### config.mk
export PLATFORM = sky130hd
export DESIGN_NAME = rscl_latch
export DESIGN_NICKNAME = d
export VERILOG_FILES = /design/src/rtl/rscl_pkg.sv /design/src/rtl/rscl_latch.sv /design/src/rtl/rscl_sync.sv
export SDC_FILE = /design/constraint.sdc
export NUM_CORES = 1
export LEC_CHECK = 0
export BUFFER_PORTS_ARGS = -buffer_cell sky130_fd_sc_hd__buf_4
export CAP_MARGIN = 20
export CORE_ASPECT_RATIO = 1.5
export CORE_MARGIN = 2
export CORE_UTILIZATION = 47
export CTS_CLUSTER_SIZE = 12
export DETAILED_ROUTE_END_ITERATION = 7
export HOLD_SLACK_MARGIN = 0.15
export PLACE_DENSITY = 0.8
export SYNTH_ARGS = -nofsm -noshare
export SYNTH_HDL_FRONTEND = slang
export SYNTH_SLANG_ARGS = --single-unit
### constraint.sdc
create_clock -name clk -period 2.3 [get_ports clk]
set_clock_uncertainty 0.2 [all_clocks]
set_input_delay 0.46 -clock clk [delete_from_list [all_inputs] [get_ports clk]]
set_output_delay 0.46 -clock clk [all_outputs]
set_load 0.02 [all_outputs]
### src/rtl/rscl_pkg.sv
// constants for the reset-time strap configuration latch
package rscl_pkg;

    // ==================================================
    // bus and pin widths
    localparam int RSCL_DATA_W      = 32;   // data bus pins and wishbone data
    localparam int RSCL_ADR_W       = 8;    // wishbone byte address width
    localparam int RSCL_CFG_W       = 10;   // strap field image, bits 9:0
    localparam int RSCL_STRAP_NUM   = 8;    // data lines that carry straps

    // ==================================================
    // strap field positions on the data bus
    localparam int RSCL_POS_RATIO   = 1;    // core/bus clock ratio
    localparam int RSCL_POS_OSC_BYP = 2;    // oscillator bypass
    localparam int RSCL_POS_BOOT_LO = 3;    // boot port width, low bit
    localparam int RSCL_POS_BOOT_HI = 4;    // boot port width, high bit
    localparam int RSCL_POS_DRIVE   = 5;    // output pad drive strength
    localparam int RSCL_POS_LIMP    = 6;    // limp mode
    localparam int RSCL_POS_FREQ    = 7;    // reference frequency select
    localparam int RSCL_POS_CS_SEL  = 9;    // upper pins as chip selects

    // mask of the eight data lines that carry straps (1..7 and 9)
    localparam logic [RSCL_CFG_W-1:0] RSCL_STRAP_MASK = 10'h2FE;

    // ==================================================
    // default field values, used when the override enable is negated
    localparam logic [RSCL_CFG_W-1:0] RSCL_CFG_DEFAULT = 10'h200;

    // ==================================================
    // boot port width encoding on the boot_width output
    localparam logic [1:0] RSCL_BW_32 = 2'h0;
    localparam logic [1:0] RSCL_BW_16 = 2'h1;
    localparam logic [1:0] RSCL_BW_8  = 2'h2;

    // ==================================================
    // timing
    localparam int RSCL_CLK_PERIOD_PS  = 4000;  // 250 MHz bus clock
    localparam int RSCL_RESET_OUTPUT_HOLD_NS = 1000;  // reset output low time
    // least time, rounded up to whole cycles
    localparam int RSCL_RESET_OUTPUT_HOLD_CYC =
        (RSCL_RESET_OUTPUT_HOLD_NS * 1000 + RSCL_CLK_PERIOD_PS - 1) / RSCL_CLK_PERIOD_PS;
    localparam int RSCL_PIN_TURN_CYC   = 1;     // bus clocks before pins may drive

    // ==================================================
    // register offsets (byte addresses)
    localparam logic [RSCL_ADR_W-1:0] RSCL_REG_CTRL   = 8'h00;
    localparam logic [RSCL_ADR_W-1:0] RSCL_REG_STATUS = 8'h04;
    localparam logic [RSCL_ADR_W-1:0] RSCL_REG_CONFIG = 8'h08;
    localparam logic [RSCL_ADR_W-1:0] RSCL_REG_RAW    = 8'h0C;

    // control register bits
    localparam int RSCL_CTRL_RESTART   = 0;     // write 1: rerun reset sequence
    localparam int RSCL_CTRL_FORCE_DEF = 1;     // next capture ignores pins

    // status register bits
    localparam int RSCL_ST_RST_OUT     = 0;     // reset output asserted
    localparam int RSCL_ST_PERMIT      = 1;     // data pins may be driven
    localparam int RSCL_ST_OVR_USED    = 2;     // last capture took pin values
    localparam int RSCL_ST_DRAM        = 3;     // memory select strap at capture
    localparam int RSCL_ST_CAP_DONE    = 4;     // sticky, write 1 to clear
    localparam int RSCL_ST_BOOT_LO     = 8;     // decoded boot width, 2 bits

endpackage

### src/rtl/rscl_latch.sv
// reset-time strap configuration latch with wishbone register access
//
// Functional notes
// - latch straps on edge before reset release
// - eight data bus lines carry the straps
// - no override circuit needed; defaults apply
// - pin values used only with override enable
// - bit1 clock ratio, bit6 limp mode
// - bit2 oscillator bypass, bit7 reference frequency
// - bits 4:3 select boot port width
// - bit5 selects output pad drive strength
// - bit9 selects address or chip-select pins
// - remaining data bits never affect configuration
// - data pins stay inputs until one clock after
// - memory strap low forbids 32-bit boot width
//
// Implementation choices: the placing of the registers and the Wishbone register port.
`timescale 1ns/1ps

module rscl_latch
    import rscl_pkg::*;
#(
    parameter int HOLD_CYCLES = rscl_pkg::RSCL_RESET_OUTPUT_HOLD_CYC
) (
    input  wire logic                              clk,
    input  wire logic                              rst_b,
    // wishbone classic slave
    input  wire logic                              wb_cyc_i,
    input  wire logic                              wb_stb_i,
    input  wire logic                              wb_we_i,
    input  wire logic [rscl_pkg::RSCL_ADR_W-1:0]   wb_adr_i,
    input  wire logic [3:0]                        wb_sel_i,
    input  wire logic [rscl_pkg::RSCL_DATA_W-1:0]  wb_dat_i,
    output logic      [rscl_pkg::RSCL_DATA_W-1:0]  wb_dat_o,
    output logic                                   wb_ack_o,
    // strap pins
    input  wire logic [rscl_pkg::RSCL_DATA_W-1:0]  data_pin_i,
    input  wire logic                              strap_override_enable,
    input  wire logic                              dynamic_memory_select_strap,
    // reset output and pin turnaround
    output logic                                   reset_output_b,
    output logic                                   data_drive_permit,
    // applied configuration
    output logic                                   clock_ratio_high,
    output logic                                   osc_bypass,
    output logic      [1:0]                        boot_width,
    output logic                                   high_drive,
    output logic                                   limp_mode,
    output logic                                   ref_freq_high,
    output logic                                   upper_chip_selects_en
);

    import rscl_pkg::*;

    // ==================================================
    // local sizes
    localparam int CNT_W = $clog2(HOLD_CYCLES + 1) + 1;   // hold/turn counter width
    localparam logic [CNT_W-1:0] HOLD_LAST = CNT_W'(HOLD_CYCLES - 1);
    localparam logic [CNT_W-1:0] TURN_LAST = CNT_W'(RSCL_PIN_TURN_CYC - 1);
    localparam int SYNC_W = RSCL_CFG_W + 2;                // straps plus two pins

    // ==================================================
    // sequence states
    typedef enum logic [1:0] {
        ST_HOLD,        // reset output asserted, pins are inputs
        ST_TURN,        // reset released, pins still inputs
        ST_RUN          // normal operation
    } rscl_state_t;

    // all block state
    typedef struct packed {
        rscl_state_t              st;         // sequence state
        logic [CNT_W-1:0]         cnt;        // cycles in hold or turn state, held at zero in run
        logic                     rst_out_b;  // reset output, active low
        logic                     permit;     // data pins may turn to outputs
        logic [RSCL_CFG_W-1:0]    cfg;        // applied configuration image
        logic [RSCL_CFG_W-1:0]    raw;        // strap pins as seen at capture
        logic                     ovr_used;   // capture took pin values
        logic                     dram;       // memory select strap at capture
        logic                     cap_done;   // sticky capture flag
        logic                     force_def;  // software: next capture uses defaults
        logic                     restart;    // software: rerun reset sequence
        logic                     ack;        // wishbone acknowledge
        logic [RSCL_DATA_W-1:0]   rdata;      // wishbone read data
    } rscl_latch_t;

    rscl_latch_t s_reg;                       // registered state
    rscl_latch_t s_next;                      // next state

    // ==================================================
    // pin synchronisers
    logic [SYNC_W-1:0] pin_async;             // raw pins in
    logic [SYNC_W-1:0] pin_sync;              // pins after two flops
    logic [RSCL_CFG_W-1:0] strap_sync;        // strap lines 9:0
    logic              ovr_en_sync;           // override enable, synchronised
    logic              dram_sync;             // memory strap, synchronised

    // only lines 9:0 are ever looked at; upper lines carry no straps
    assign pin_async = {dynamic_memory_select_strap, strap_override_enable,
                        data_pin_i[RSCL_CFG_W-1:0]};

    rscl_sync #(
        .WIDTH    (SYNC_W)
    ) u_sync (
        .clk      (clk),
        .rst_b    (rst_b),
        .async_in (pin_async),
        .sync_out (pin_sync)
    );

    assign strap_sync  = pin_sync[RSCL_CFG_W-1:0];
    assign ovr_en_sync = pin_sync[RSCL_CFG_W];
    assign dram_sync   = pin_sync[RSCL_CFG_W+1];

    // ==================================================
    // configuration forming
    // pick pin values or defaults field by field
    function automatic logic [RSCL_CFG_W-1:0] form_cfg(
        input logic [RSCL_CFG_W-1:0] pins,
        input logic                  use_pins
    );
        logic [RSCL_CFG_W-1:0] img;
        img = RSCL_CFG_DEFAULT;
        if (use_pins)
        begin
            img = (pins & RSCL_STRAP_MASK) | (RSCL_CFG_DEFAULT & ~RSCL_STRAP_MASK);
        end
        return img;
    endfunction

    // decode boot port width from the two strap bits
    function automatic logic [1:0] decode_boot(
        input logic [1:0] code,
        input logic       dram
    );
        logic [1:0] bw;
        bw = RSCL_BW_32;
        case (code)
            2'h1:    bw = RSCL_BW_16;
            2'h2:    bw = RSCL_BW_8;
            default: bw = RSCL_BW_32;     // 00 and 11 both mean 32-bit
        endcase
        if (!dram && bw == RSCL_BW_32)
        begin
            bw = RSCL_BW_16;
        end
        return bw;
    endfunction

    // ==================================================
    // wishbone decode
    logic wb_req;                             // new request this cycle
    logic wb_wr;                              // write request
    logic [RSCL_DATA_W-1:0] rd_mux;           // read value by address
    logic [1:0] boot_dec;                     // decoded boot width

    // one-cycle answer: ack rises the edge after the request
    assign wb_req   = wb_cyc_i && wb_stb_i && !s_reg.ack;
    assign wb_wr    = wb_req && wb_we_i;
    assign boot_dec = decode_boot(s_reg.cfg[RSCL_POS_BOOT_HI:RSCL_POS_BOOT_LO], s_reg.dram);

    // read multiplexer, unmapped offsets read zero
    always_comb
    begin
        rd_mux = '0;
        case (wb_adr_i)
            RSCL_REG_CTRL:
            begin
                rd_mux[RSCL_CTRL_FORCE_DEF] = s_reg.force_def;
            end
            RSCL_REG_STATUS:
            begin
                rd_mux[RSCL_ST_RST_OUT]  = !s_reg.rst_out_b;
                rd_mux[RSCL_ST_PERMIT]   = s_reg.permit;
                rd_mux[RSCL_ST_OVR_USED] = s_reg.ovr_used;
                rd_mux[RSCL_ST_DRAM]     = s_reg.dram;
                rd_mux[RSCL_ST_CAP_DONE] = s_reg.cap_done;
                rd_mux[RSCL_ST_BOOT_LO+1:RSCL_ST_BOOT_LO] = boot_dec;
            end
            RSCL_REG_CONFIG:
            begin
                rd_mux[RSCL_CFG_W-1:0] = s_reg.cfg;
            end
            RSCL_REG_RAW:
            begin
                rd_mux[RSCL_CFG_W-1:0] = s_reg.raw;
            end
            default:
            begin
                rd_mux = '0;
            end
        endcase
    end

    // ==================================================
    // next state
    always_comb
    begin
        s_next         = s_reg;
        s_next.ack     = wb_req;
        s_next.rdata   = wb_req ? rd_mux : s_reg.rdata;

        // software register writes, low byte lane only
        if (wb_wr && wb_sel_i[0])
        begin
            if (wb_adr_i == RSCL_REG_CTRL)
            begin
                s_next.force_def = wb_dat_i[RSCL_CTRL_FORCE_DEF];
                s_next.restart   = wb_dat_i[RSCL_CTRL_RESTART];
            end
            // write one clears the capture flag
            if (wb_adr_i == RSCL_REG_STATUS && wb_dat_i[RSCL_ST_CAP_DONE])
            begin
                s_next.cap_done = 1'b0;
            end
        end

        // reset sequence
        case (s_reg.st)
            ST_HOLD:
            begin
                s_next.permit    = 1'b0;
                s_next.rst_out_b = 1'b0;
                s_next.cnt       = s_reg.cnt + 1'b1;
                if (s_reg.cnt >= HOLD_LAST)
                begin
                    s_next.cfg       = form_cfg(strap_sync, ovr_en_sync && !s_reg.force_def);
                    s_next.raw       = strap_sync & RSCL_STRAP_MASK;
                    s_next.ovr_used  = ovr_en_sync && !s_reg.force_def;
                    s_next.dram      = dram_sync;
                    s_next.cap_done  = 1'b1;    // set wins over a clear
                    s_next.rst_out_b = 1'b1;
                    s_next.cnt       = '0;
                    s_next.st        = ST_TURN;
                end
            end
            ST_TURN:
            begin
                // wait one bus clock before driving
                s_next.cnt = s_reg.cnt + 1'b1;
                if (s_reg.cnt >= TURN_LAST)
                begin
                    s_next.permit = 1'b1;
                    s_next.cnt    = '0;
                    s_next.st     = ST_RUN;
                end
            end
            ST_RUN:
            begin
                // software restart reasserts reset and recaptures
                if (s_reg.restart)
                begin
                    s_next.restart   = 1'b0;
                    s_next.permit    = 1'b0;
                    s_next.rst_out_b = 1'b0;
                    s_next.cnt       = '0;
                    s_next.st        = ST_HOLD;
                end
            end
            default:
            begin
                s_next.st = ST_HOLD;
            end
        endcase
    end

    // ==================================================
    // state register, synchronous active-low reset
    always_ff @(posedge clk)
    begin
        if (!rst_b)
        begin
            s_reg           <= '0;
            s_reg.st        <= ST_HOLD;
            s_reg.cfg       <= RSCL_CFG_DEFAULT;
        end
        else
        begin
            s_reg <= s_next;
        end
    end

    // ==================================================
    // outputs
    assign wb_ack_o          = s_reg.ack;
    assign wb_dat_o          = s_reg.rdata;
    assign reset_output_b    = s_reg.rst_out_b;
    assign data_drive_permit = s_reg.permit;

    assign clock_ratio_high  = s_reg.cfg[RSCL_POS_RATIO];
    assign limp_mode         = s_reg.cfg[RSCL_POS_LIMP];
    assign osc_bypass        = s_reg.cfg[RSCL_POS_OSC_BYP];
    assign ref_freq_high     = s_reg.cfg[RSCL_POS_FREQ];
    assign boot_width        = boot_dec;
    assign high_drive        = s_reg.cfg[RSCL_POS_DRIVE];
    assign upper_chip_selects_en = s_reg.cfg[RSCL_POS_CS_SEL];

endmodule

### src/rtl/rscl_sync.sv
// two-stage synchroniser for a group of pin inputs
`timescale 1ns/1ps

module rscl_sync #(
    parameter int WIDTH = 1
) (
    input  wire logic             clk,
    input  wire logic             rst_b,
    input  wire logic [WIDTH-1:0] async_in,
    output logic      [WIDTH-1:0] sync_out
);

    // ==================================================
    // state
    typedef struct packed {
        logic [WIDTH-1:0] meta;     // first stage, read only by second
        logic [WIDTH-1:0] stable;   // second stage, safe to use
    } rscl_sync_t;

    rscl_sync_t s_reg;              // registered state
    rscl_sync_t s_next;             // next state

    // ==================================================
    // next state: shift pins through both stages
    always_comb
    begin
        s_next        = s_reg;
        s_next.meta   = async_in;
        s_next.stable = s_reg.meta;
    end

    // register, synchronous active-low reset
    always_ff @(posedge clk)
    begin
        if (!rst_b)
        begin
            s_reg <= '0;
        end
        else
        begin
            s_reg <= s_next;
        end
    end

    assign sync_out = s_reg.stable;

endmodule

-- Word level (Yosys, flattened, before mapping)
Index checks and enable logic that the tools add are counted.
- memories: 0
- register bits after elaboration: 71
- bits of input ports: 83
- bits in read-only memories: 0
- word-level logic and storage cells: 73
- latch bits: 0
- bits in writable memories: 0
- eq/ne operators: 10
- multiplexer cells: 23
- reduce and logical (&&, ||, !) cells: 22
- multipliers: 0
- $add $sub $neg: 1
- shift-type cells: 0
- bitwise logic cells: 0
- divide/modulo/power cells: 0
- $lt $le $gt $ge: 2
- operators by type and width (kind ; count):
    9-bit one-hot mux with 3 select lines ; 1
    8-bit by 4-bit == test with 1-bit output (second input constant) ; 2
    13-bit 2-to-1 mux ; 1
    12-bit 2-to-1 mux ; 1
    2-bit one-hot mux with 3 select lines ; 2
    11-bit 2-to-1 mux ; 1
    10-bit 2-to-1 mux ; 1
    9-bit by 1-bit adder with 9-bit output (second input constant) ; 1
    9-bit by 1-bit >= comparator with 1-bit output (second input constant) ; 1
    9-bit by 8-bit >= comparator with 1-bit output (second input constant) ; 1
    3-bit one-hot mux with 3 select lines ; 1
    8-bit by 3-bit == test with 1-bit output (second input constant) ; 1
    8-bit logical NOT ; 1
    2-bit AND reduction ; 4
    1-bit logical AND ; 7
    1-bit 2-to-1 mux ; 6
    2-bit != test (second input constant) ; 3
    3-bit one-hot mux with 2 select lines ; 1
    3-bit AND reduction ; 2
    2-bit by 1-bit == test with 1-bit output (second input constant) ; 2
    2-bit == test (second input constant) ; 2
    1-bit logical NOT ; 4
    2-bit logical NOT ; 2
    2-bit 2-to-1 mux ; 2
    other kinds (7) ; 8

-- Logic depth before layout (Yosys ltp)
Gate-level depths: netlist of the first run.
- word-level depth: 7
- gate-level depth with buffers: 7

-- By module
Synthesis of the first run repeated with hierarchy kept, for this count alone.
- cell total of the unflattened synthesis: 321
- area, all modules: 3045.4 um^2
- modules (own cells, without submodules) (module ; area each (um^2) ; times used ; cells each):
    rscl_latch ; 2369.8 ; 1 ; 271
    rscl_sync ; 675.6 ; 1 ; 50

-- Worst setup path before layout of the first run
No wires, ideal clock.
- kind: reg-to-reg
- from: register s_reg[61] (netlist bit)
- to: register s_reg (netlist bit osc_bypass)
- stages on the path, launching flop included: 8
- buffers on the path: 1
- slack: 0.435 ns
- arrival: 1.578 ns
- data required time: 2.013 ns
- library setup time: 0.087 ns
- cells stage by stage: dfxtp_1 > inv_1 > ha_1 > o41a_1 > a31oi_4 > buf_2 > nand3_1 > o31ai_1
- longest elaborated chain between the ends: 2
- RTL lines (element ; line ; text):
    from (decl) ; rscl_latch.sv:87 ; rscl_latch_t s_reg;
    from (signal assigned) ; rscl_latch.sv:279 ; s_reg <= s_next;
    9-bit by 8-bit >= comparator with 1-bit output ; rscl_latch.sv:225 ; if (s_reg.cnt >= HOLD_LAST)
    2-bit AND reduction (no line) ; -- ;
Every way passes these cells.
A chain may end at the register's enable or synchronous reset.

-- Worst setup path in the final report of the first run
- from: register s_reg[51] (netlist bit)
- to: output boot_width[1]
- longest elaborated chain between the ends: 5
- RTL lines (element ; line ; text):
    2-bit == test or 2-bit by 1-bit == test with 1-bit output (tied branches) ; rscl_latch.sv:138 ; case (code)
    2-bit one-hot mux with 2 select lines (*) ; rscl_latch.sv:138 ;
    2-bit logical NOT ; rscl_latch.sv:143 ; if (!dram && bw == RSCL_BW_32)
    1-bit logical AND ; rscl_latch.sv:143 ;
    2-bit 2-to-1 mux (*) ; rscl_latch.sv:143 ;
    to (decl) ; rscl_latch.sv:46 ; output logic [1:0] boot_width,
Every way passes the cells marked *; elsewhere a longest branch is shown, timed or not.

==> results of run 1 <==
synthesized netlist by cell type, types with 2 or more instances:
library cell and number:
nor3_1 2, o21ai_1 2, nand4b_1 2, mux2i_1 6, nand3b_1 2, xnor2_1 6
inv_1 6, nand2b_1 3, buf_2 4, nor4b_1 3, a22oi_1 3, mux2_2 3
nand2_1 27, nor2_1 10, and2_1 23, dfxtp_1 65, o21ai_0 15, nor4_1 2
o31ai_1 8, nor2b_1 3, and3_1 2, nand3_1 26, nand4_1 2, clkbuf_1 12
a21oi_1 12, ha_1 8, buf_4 32, or3_1 6
what timing repair did:
| item | in CTS | in global routing |
|---|---|---|
| hold buffers | 10 | 0 |
| resized for setup | 0 | 1 |
| endpoints found under the hold margin | 10 | 0 |
| setup endpoints to repair | 0 | 6 |
power by group through the flow:
stage                     logic [mW]  registers [mW]  clock network, mW
after global placement         0.140            1.18                  0
final                          0.156            1.16              0.963
after floorplan                0.120            1.18                  0
after global routing           0.170            1.16               1.04
after CTS                      0.156            1.16              0.992
after detailed placement       0.143            1.18                  0
worst reg2reg max path, stage by stage (launching register included):
cell,delay [ns]
dfxtp_1,0.37
inv_1,0.07
ha_1,0.18
o41a_1,0.39
a31oi_4,0.24
buf_12,0.20
nor2b_1,0.15
o21ai_0,0.08
cells by family (layout without fill, tap and decap cells):
family,count (synthesis),in the layout,synth area share [%]
AOI/OAI and AO/OA,48,48,10.8
xor gates and xnor gates,6,6,1.84
adders and majority gates,8,8,3.50
buffers and inverters,54,83,11.5
DFF,65,65,45.5
muxes,10,10,4.07
other,1,22,0.131
and+or+nand+nor,119,119,22.7
path summary, 6_finish.rpt:
check | start | end | slack, ns | cells past startpoint
max reg2reg | s_reg[61]$_SDFFE_PN0P_ | upper_chip_selects_en$_SDFFE_PN1P_ | 0.28 | 7
min reg2reg | u_sync.s_next[10]$_SDFF_PN0_ | u_sync.sync_out[10]$_SDFF_PN0_ | 0.23 | 1
min | wb_dat_i[0] | s_reg[33]$_SDFF_PN0_ | 0.18 | 3
max | s_reg[51]$_SDFFE_PN0P_ | boot_width[1] | 0.20 | 5
routing by layer:
layer  GRT usage [%]  up-vias  part of all wire [%]
met4            8.48        0                   2.1
met3            4.75        9                   6.3
met5               0        -                     0
met1            19.0      987                    39
li1                -     1104                     -
met2            29.3       76                    52
area by class of cell:
type	instances	area share (%)
multi-input cells	213	38.3
flip-flops and latches	65	38.0
repair buffers	61	14.5
clock buffers	12	4.53
well taps	72	2.63
clock inverters	4	1.50
inverters	6	0.657
per-stage QoR:
stage               setup slack, ns  power (mW)
finish                        0.200        2.28
global route                 0.0836        2.37
CTS                           0.172        2.31
detailed placement            0.204        1.32
global placement              0.227        1.32
floorplan                     0.435        1.30
==> impl_metrics.yaml, run 1 <==
route:
  vias_per_cell: 5.03
  route.vias.total: 2176
  drc_errors: 0
  wirelength_mm: 5.35
  drt_first_pass_iters: 4
  wl_per_cell_um: 12.4
  drtIter0Drc: 54
  antenna_left: 0
final_layout:
  regArea_mm2: 0.00130
  drive_gt1_share_pct: 20.8
  fillCellCount: 508
  diodes: 0
  fin_cells: 433
  largest_reg_flops: 26
  final_cell_mix: "65 x dfxtp_1, 50 x buf_4, 27 x nand2_1, 26 x nand3_1, 23 x and2_1"
  fin_util_pct: 58.8
  area_growth_pct: 19.9
  nets: 447
  final_common_cell: "dfxtp_1"
  final_area_mm2: 0.00343
  multiInputGateArea_mm2: 0.00131
critical_path:
  crit_family: "flip-flops"
  slowest_delay_ns: 0.38
  cp_cell_sequence: "inv_1 > ha_1 > nand2b_1 > and2_1 > buf_4"
  cp-start-kind: "flip-flop"
  cp.arrival_ns: 1.44
  end_kind: "primary output"
  crit_buf_inv: 2
  cp.required_ns: 1.64
  critical_path.max_fanout: 4
  critical_path.slowest_cell: "dfxtp_1"
  criticalPathCategory: "reg -> out"
yosys:
  async_flop_share_pct: 0
  synth_ff_type: "dfxtp_1"
  synth_top_area_cell: "dfxtp_1"
  netlist_instances: 311
  yosysUniqueCellTypes: 44
  synth_area_mm2: 0.00286
  yosysWarnings: 0
  syn-mean-instance-area_um2: 9.20
  ys_seq_elements: 65
  synth_top_area_share_pct: 45.5
  synth-seq-area-share_pct: 45.5
  synth_edf_count: 0
  synth.area.top_cells: "dfxtp_1 45%, buf_4 8.4%, and2_1 5.0%"
pwr:
  p_comb_share_pct: 6.9
  p_seq_share_pct: 50.8
  switching_share_pct: 22.1
  power_frac_clock_pct: 42.3
  p_int_mw: 1.77
  p_leak_nw: 1.38
  power_density_mw_per_mm2: 664
  p_sw_mw: 0.502
  vdd_drop_max_mv: 0.503
die:
  start_util_pct: 49.1
  die_w_um: 67.7
  fp.dieH_um: 99.5
  rows: 34
  fp.coreArea_mm2: 0.00583
  pin_count: 126
  dieArea_mm2: 0.00674
clocking:
  cts_buffers: 9
  cts_tree: "done"
  clkTransAtPathRegs_ns: 0.07
  clock_path_buffers: 2
  htree_levels: 3
  clk_latency_ns: 0.33
  cts_root_buf: "clkbuf_8"
  cts_setup_buffers: 0
  clock-sinks: 65
global_route:
  grt_max_degree: 59
  grt_overflow: 0
  antenna_found_initial: 0
  gr-usage-all-layers_pct: 17.2
  grt_pass1_vias: 2031
  grt_pass1_wl_mm: 8.81
run_status:
  status: "complete, no violations"
timing:
  totalNegativeSetupSlack_ns: 0
  worstMarginPinSlew_ns: 0.504
  hold_ws_ns: 0.182
  finalCriticalPeriod_ns: 2.10
  slew_viol_final: 0
  fin_crit_sh_pct: 91.3
  rsz0062_at_grt: "false"
  hold_viol: 0
  fmax_mhz: 476
  slew_headroom_pct: 66.4
  final-setup-viol-count: 0
flow_run:
  maxCapViolCount: 0
placed_design:
  port_buffers: 47
  dp_hpwl_mm: 3.88
  dp_cells: 407
  gp_congestion: 0.745
  dpl_cell_area_mm2: 0.00312
min_path:
  min_path_type: "in -> reg"
Power figures use the tool's default switching activity.
==> run 2, diff against run 1 <==
--- a/config.mk
+++ b/config.mk
@@ -9,11 +9,12 @@
 export CAP_MARGIN = 20
 export CORE_ASPECT_RATIO = 1.5
 export CORE_MARGIN = 2
-export CORE_UTILIZATION = 47
+export CORE_UTILIZATION = 48
 export CTS_CLUSTER_SIZE = 12
 export DETAILED_ROUTE_END_ITERATION = 7
 export HOLD_SLACK_MARGIN = 0.15
 export PLACE_DENSITY = 0.8
 export SYNTH_ARGS = -nofsm -noshare
 export SYNTH_HDL_FRONTEND = slang
+export SYNTH_HIERARCHICAL = 1
 export SYNTH_SLANG_ARGS = --single-unit
==> impl_metrics.yaml, run 2 <==
clocking:
  clock-sinks: 65
  cts_tree: "done"
  cts_buffers: 9
  cts_root_buf: "clkbuf_8"
  clk_latency_ns: 0.33
  clock_path_buffers: 2
  clkTransAtPathRegs_ns: 0.07
  htree_levels: 3
placed_design:
  dpl_cell_area_mm2: 0.00317
  port_buffers: 47
  dp_hpwl_mm: 3.69
  gp_congestion: 0.782
die:
  fp.dieH_um: 99.8
  pin_count: 126
  rows: 34
  start_util_pct: 50.0
  fp.coreArea_mm2: 0.00587
  dieArea_mm2: 0.00677
  die_w_um: 67.9
critical_path:
  r2r_slack_ns: 0.33
  end_kind: "primary output"
  cp-start-kind: "flip-flop"
  cp.required_ns: 1.64
  reg2regPathDepth: 7
  r2r_end: "s_reg[51]$_SDFFE_PN0P_"
  cp.arrival_ns: 1.55
  critical_path.max_fanout: 4
  criticalPathCategory: "reg -> out"
  r2r_start: "s_reg[61]$_SDFFE_PN0P_"
  crit_start: "s_reg[51]$_SDFFE_PN0P_"
route:
  antenna_left: 0
  drt_first_pass_iters: 4
  wirelength_mm: 5.11
  route.vias.total: 2134
  drtIter0Drc: 121
  drc_errors: 0
  wl_per_cell_um: 11.7
  vias_per_cell: 4.91
global_route:
  grt_pass1_vias: 1964
  antenna_found_initial: 0
  grt_overflow: 0
  gr-usage-all-layers_pct: 15.8
  grt_max_degree: 31
  grt_pass1_wl_mm: 8.21
min_path:
  whs_endpoint: "s_reg[34]$_SDFFE_PN0P_"
  whs_path_depth: 3
  min_path_type: "in -> reg"
  worstHoldStart: "wb_dat_i[1]"
final_layout:
  final_area_mm2: 0.00347
  largest_reg_flops: 26
  area_growth_pct: 18.0
  final_common_cell: "dfxtp_1"
  diodes: 0
  nets: 450
  final_cell_mix: "64 x dfxtp_1, 50 x buf_4, 30 x nand2_1, 22 x nand3_1, 22 x conb_1"
  fillCellCount: 524
  drive_gt1_share_pct: 26.4
timing:
  fmax_mhz: 453
  fin_crit_sh_pct: 96.0
  totalNegativeSetupSlack_ns: 0
  worstMarginPinSlew_ns: 0.614
  slew_headroom_pct: 58.8
  hold_viol: 0
  hold_ws_ns: 0.192
  finalCriticalPeriod_ns: 2.21
  rsz0062_at_grt: "false"
  slew_viol_final: 0
  final-setup-viol-count: 0
yosys:
  yosysWarnings: 6
  synth_area_mm2: 0.00294
  netlist_instances: 313
  syn-mean-instance-area_um2: 9.39
pwr:
  power_density_mw_per_mm2: 638
  vdd_drop_max_mv: 0.343
  p_leak_nw: 1.37
run_status:
  status: "complete, no violations"
flow_run:
  maxCapViolCount: 0
run 2: how the worst max path moves through the flow:
stage                                    to  slack, ns  cells after the start
global route                  boot_width[0]       0.02                      5
finish                        boot_width[0]       0.09                      5
CTS                           boot_width[0]       0.01                      5
global placement     s_reg[60]$_SDFFE_PN0P_       0.21                      6
floorplan           osc_bypass$_SDFFE_PN0P_       0.43                      7
detailed placement   s_reg[60]$_SDFFE_PN0P_       0.14                      6
run 2: area by class of cell:
class                      count  area [um2]  area share (%)
multi-input combinational    214        1350            39.1
inverter                       7        26.3           0.758
clock buffer                   9         124            3.57
timing repair buffer          62         507            14.6
tap                           72        90.1            2.60
clock inverter                 6        60.1            1.73
sequential                    65        1310            37.7
run 2: worst max-delay path, stage by stage, from the launching register on:
cell and delay, ns:
dfxtp_4 0.36, inv_1 0.05, ha_1 0.27, nor2b_1 0.16
or2_4 0.25, buf_6 0.13
run 2: routing by layer:
layer  up-vias  global-route usage [%]  routed length [um]
met3        14                    4.48                 299
met4         0                    9.38                 148
li1       1109                       -                   -
met1       943                    16.2                2040
met2        68                    27.7                2620
met5         -                       0                   0
run 2: report_power, final:
part	internal, mW	switching (mW)	total (mW)
logic	0.0688	0.0892	0.158
registers	1.15	0.0108	1.16
clock network	0.488	0.409	0.897
run 2: what timing repair did:
| item | CTS | global route |
|---|---|---|
| hold buffers | 10 | 0 |
| endpoints found under the hold margin | 10 | 0 |
| endpoints found under the setup margin | 1 | 3 |
| setup buffers | 0 | 0 |
| resized for setup | 1 | 4 |
run 2: per-stage QoR:
| stage | std cells | setup WS [ns] | total power [mW] | utilization, % |
|---|---|---|---|---|
| CTS | 435 | 0.0102 | 2.23 | 58.8 |
| global route | 435 | 0.0184 | 2.30 | 59.0 |
| detailed placement | 410 | 0.140 | 1.33 | 54.0 |
| floorplan | 334 | 0.433 | 1.31 | - |
| global placement | 410 | 0.214 | 1.32 | 54.0 |
| finish | 435 | 0.0913 | 2.21 | 59.0 |
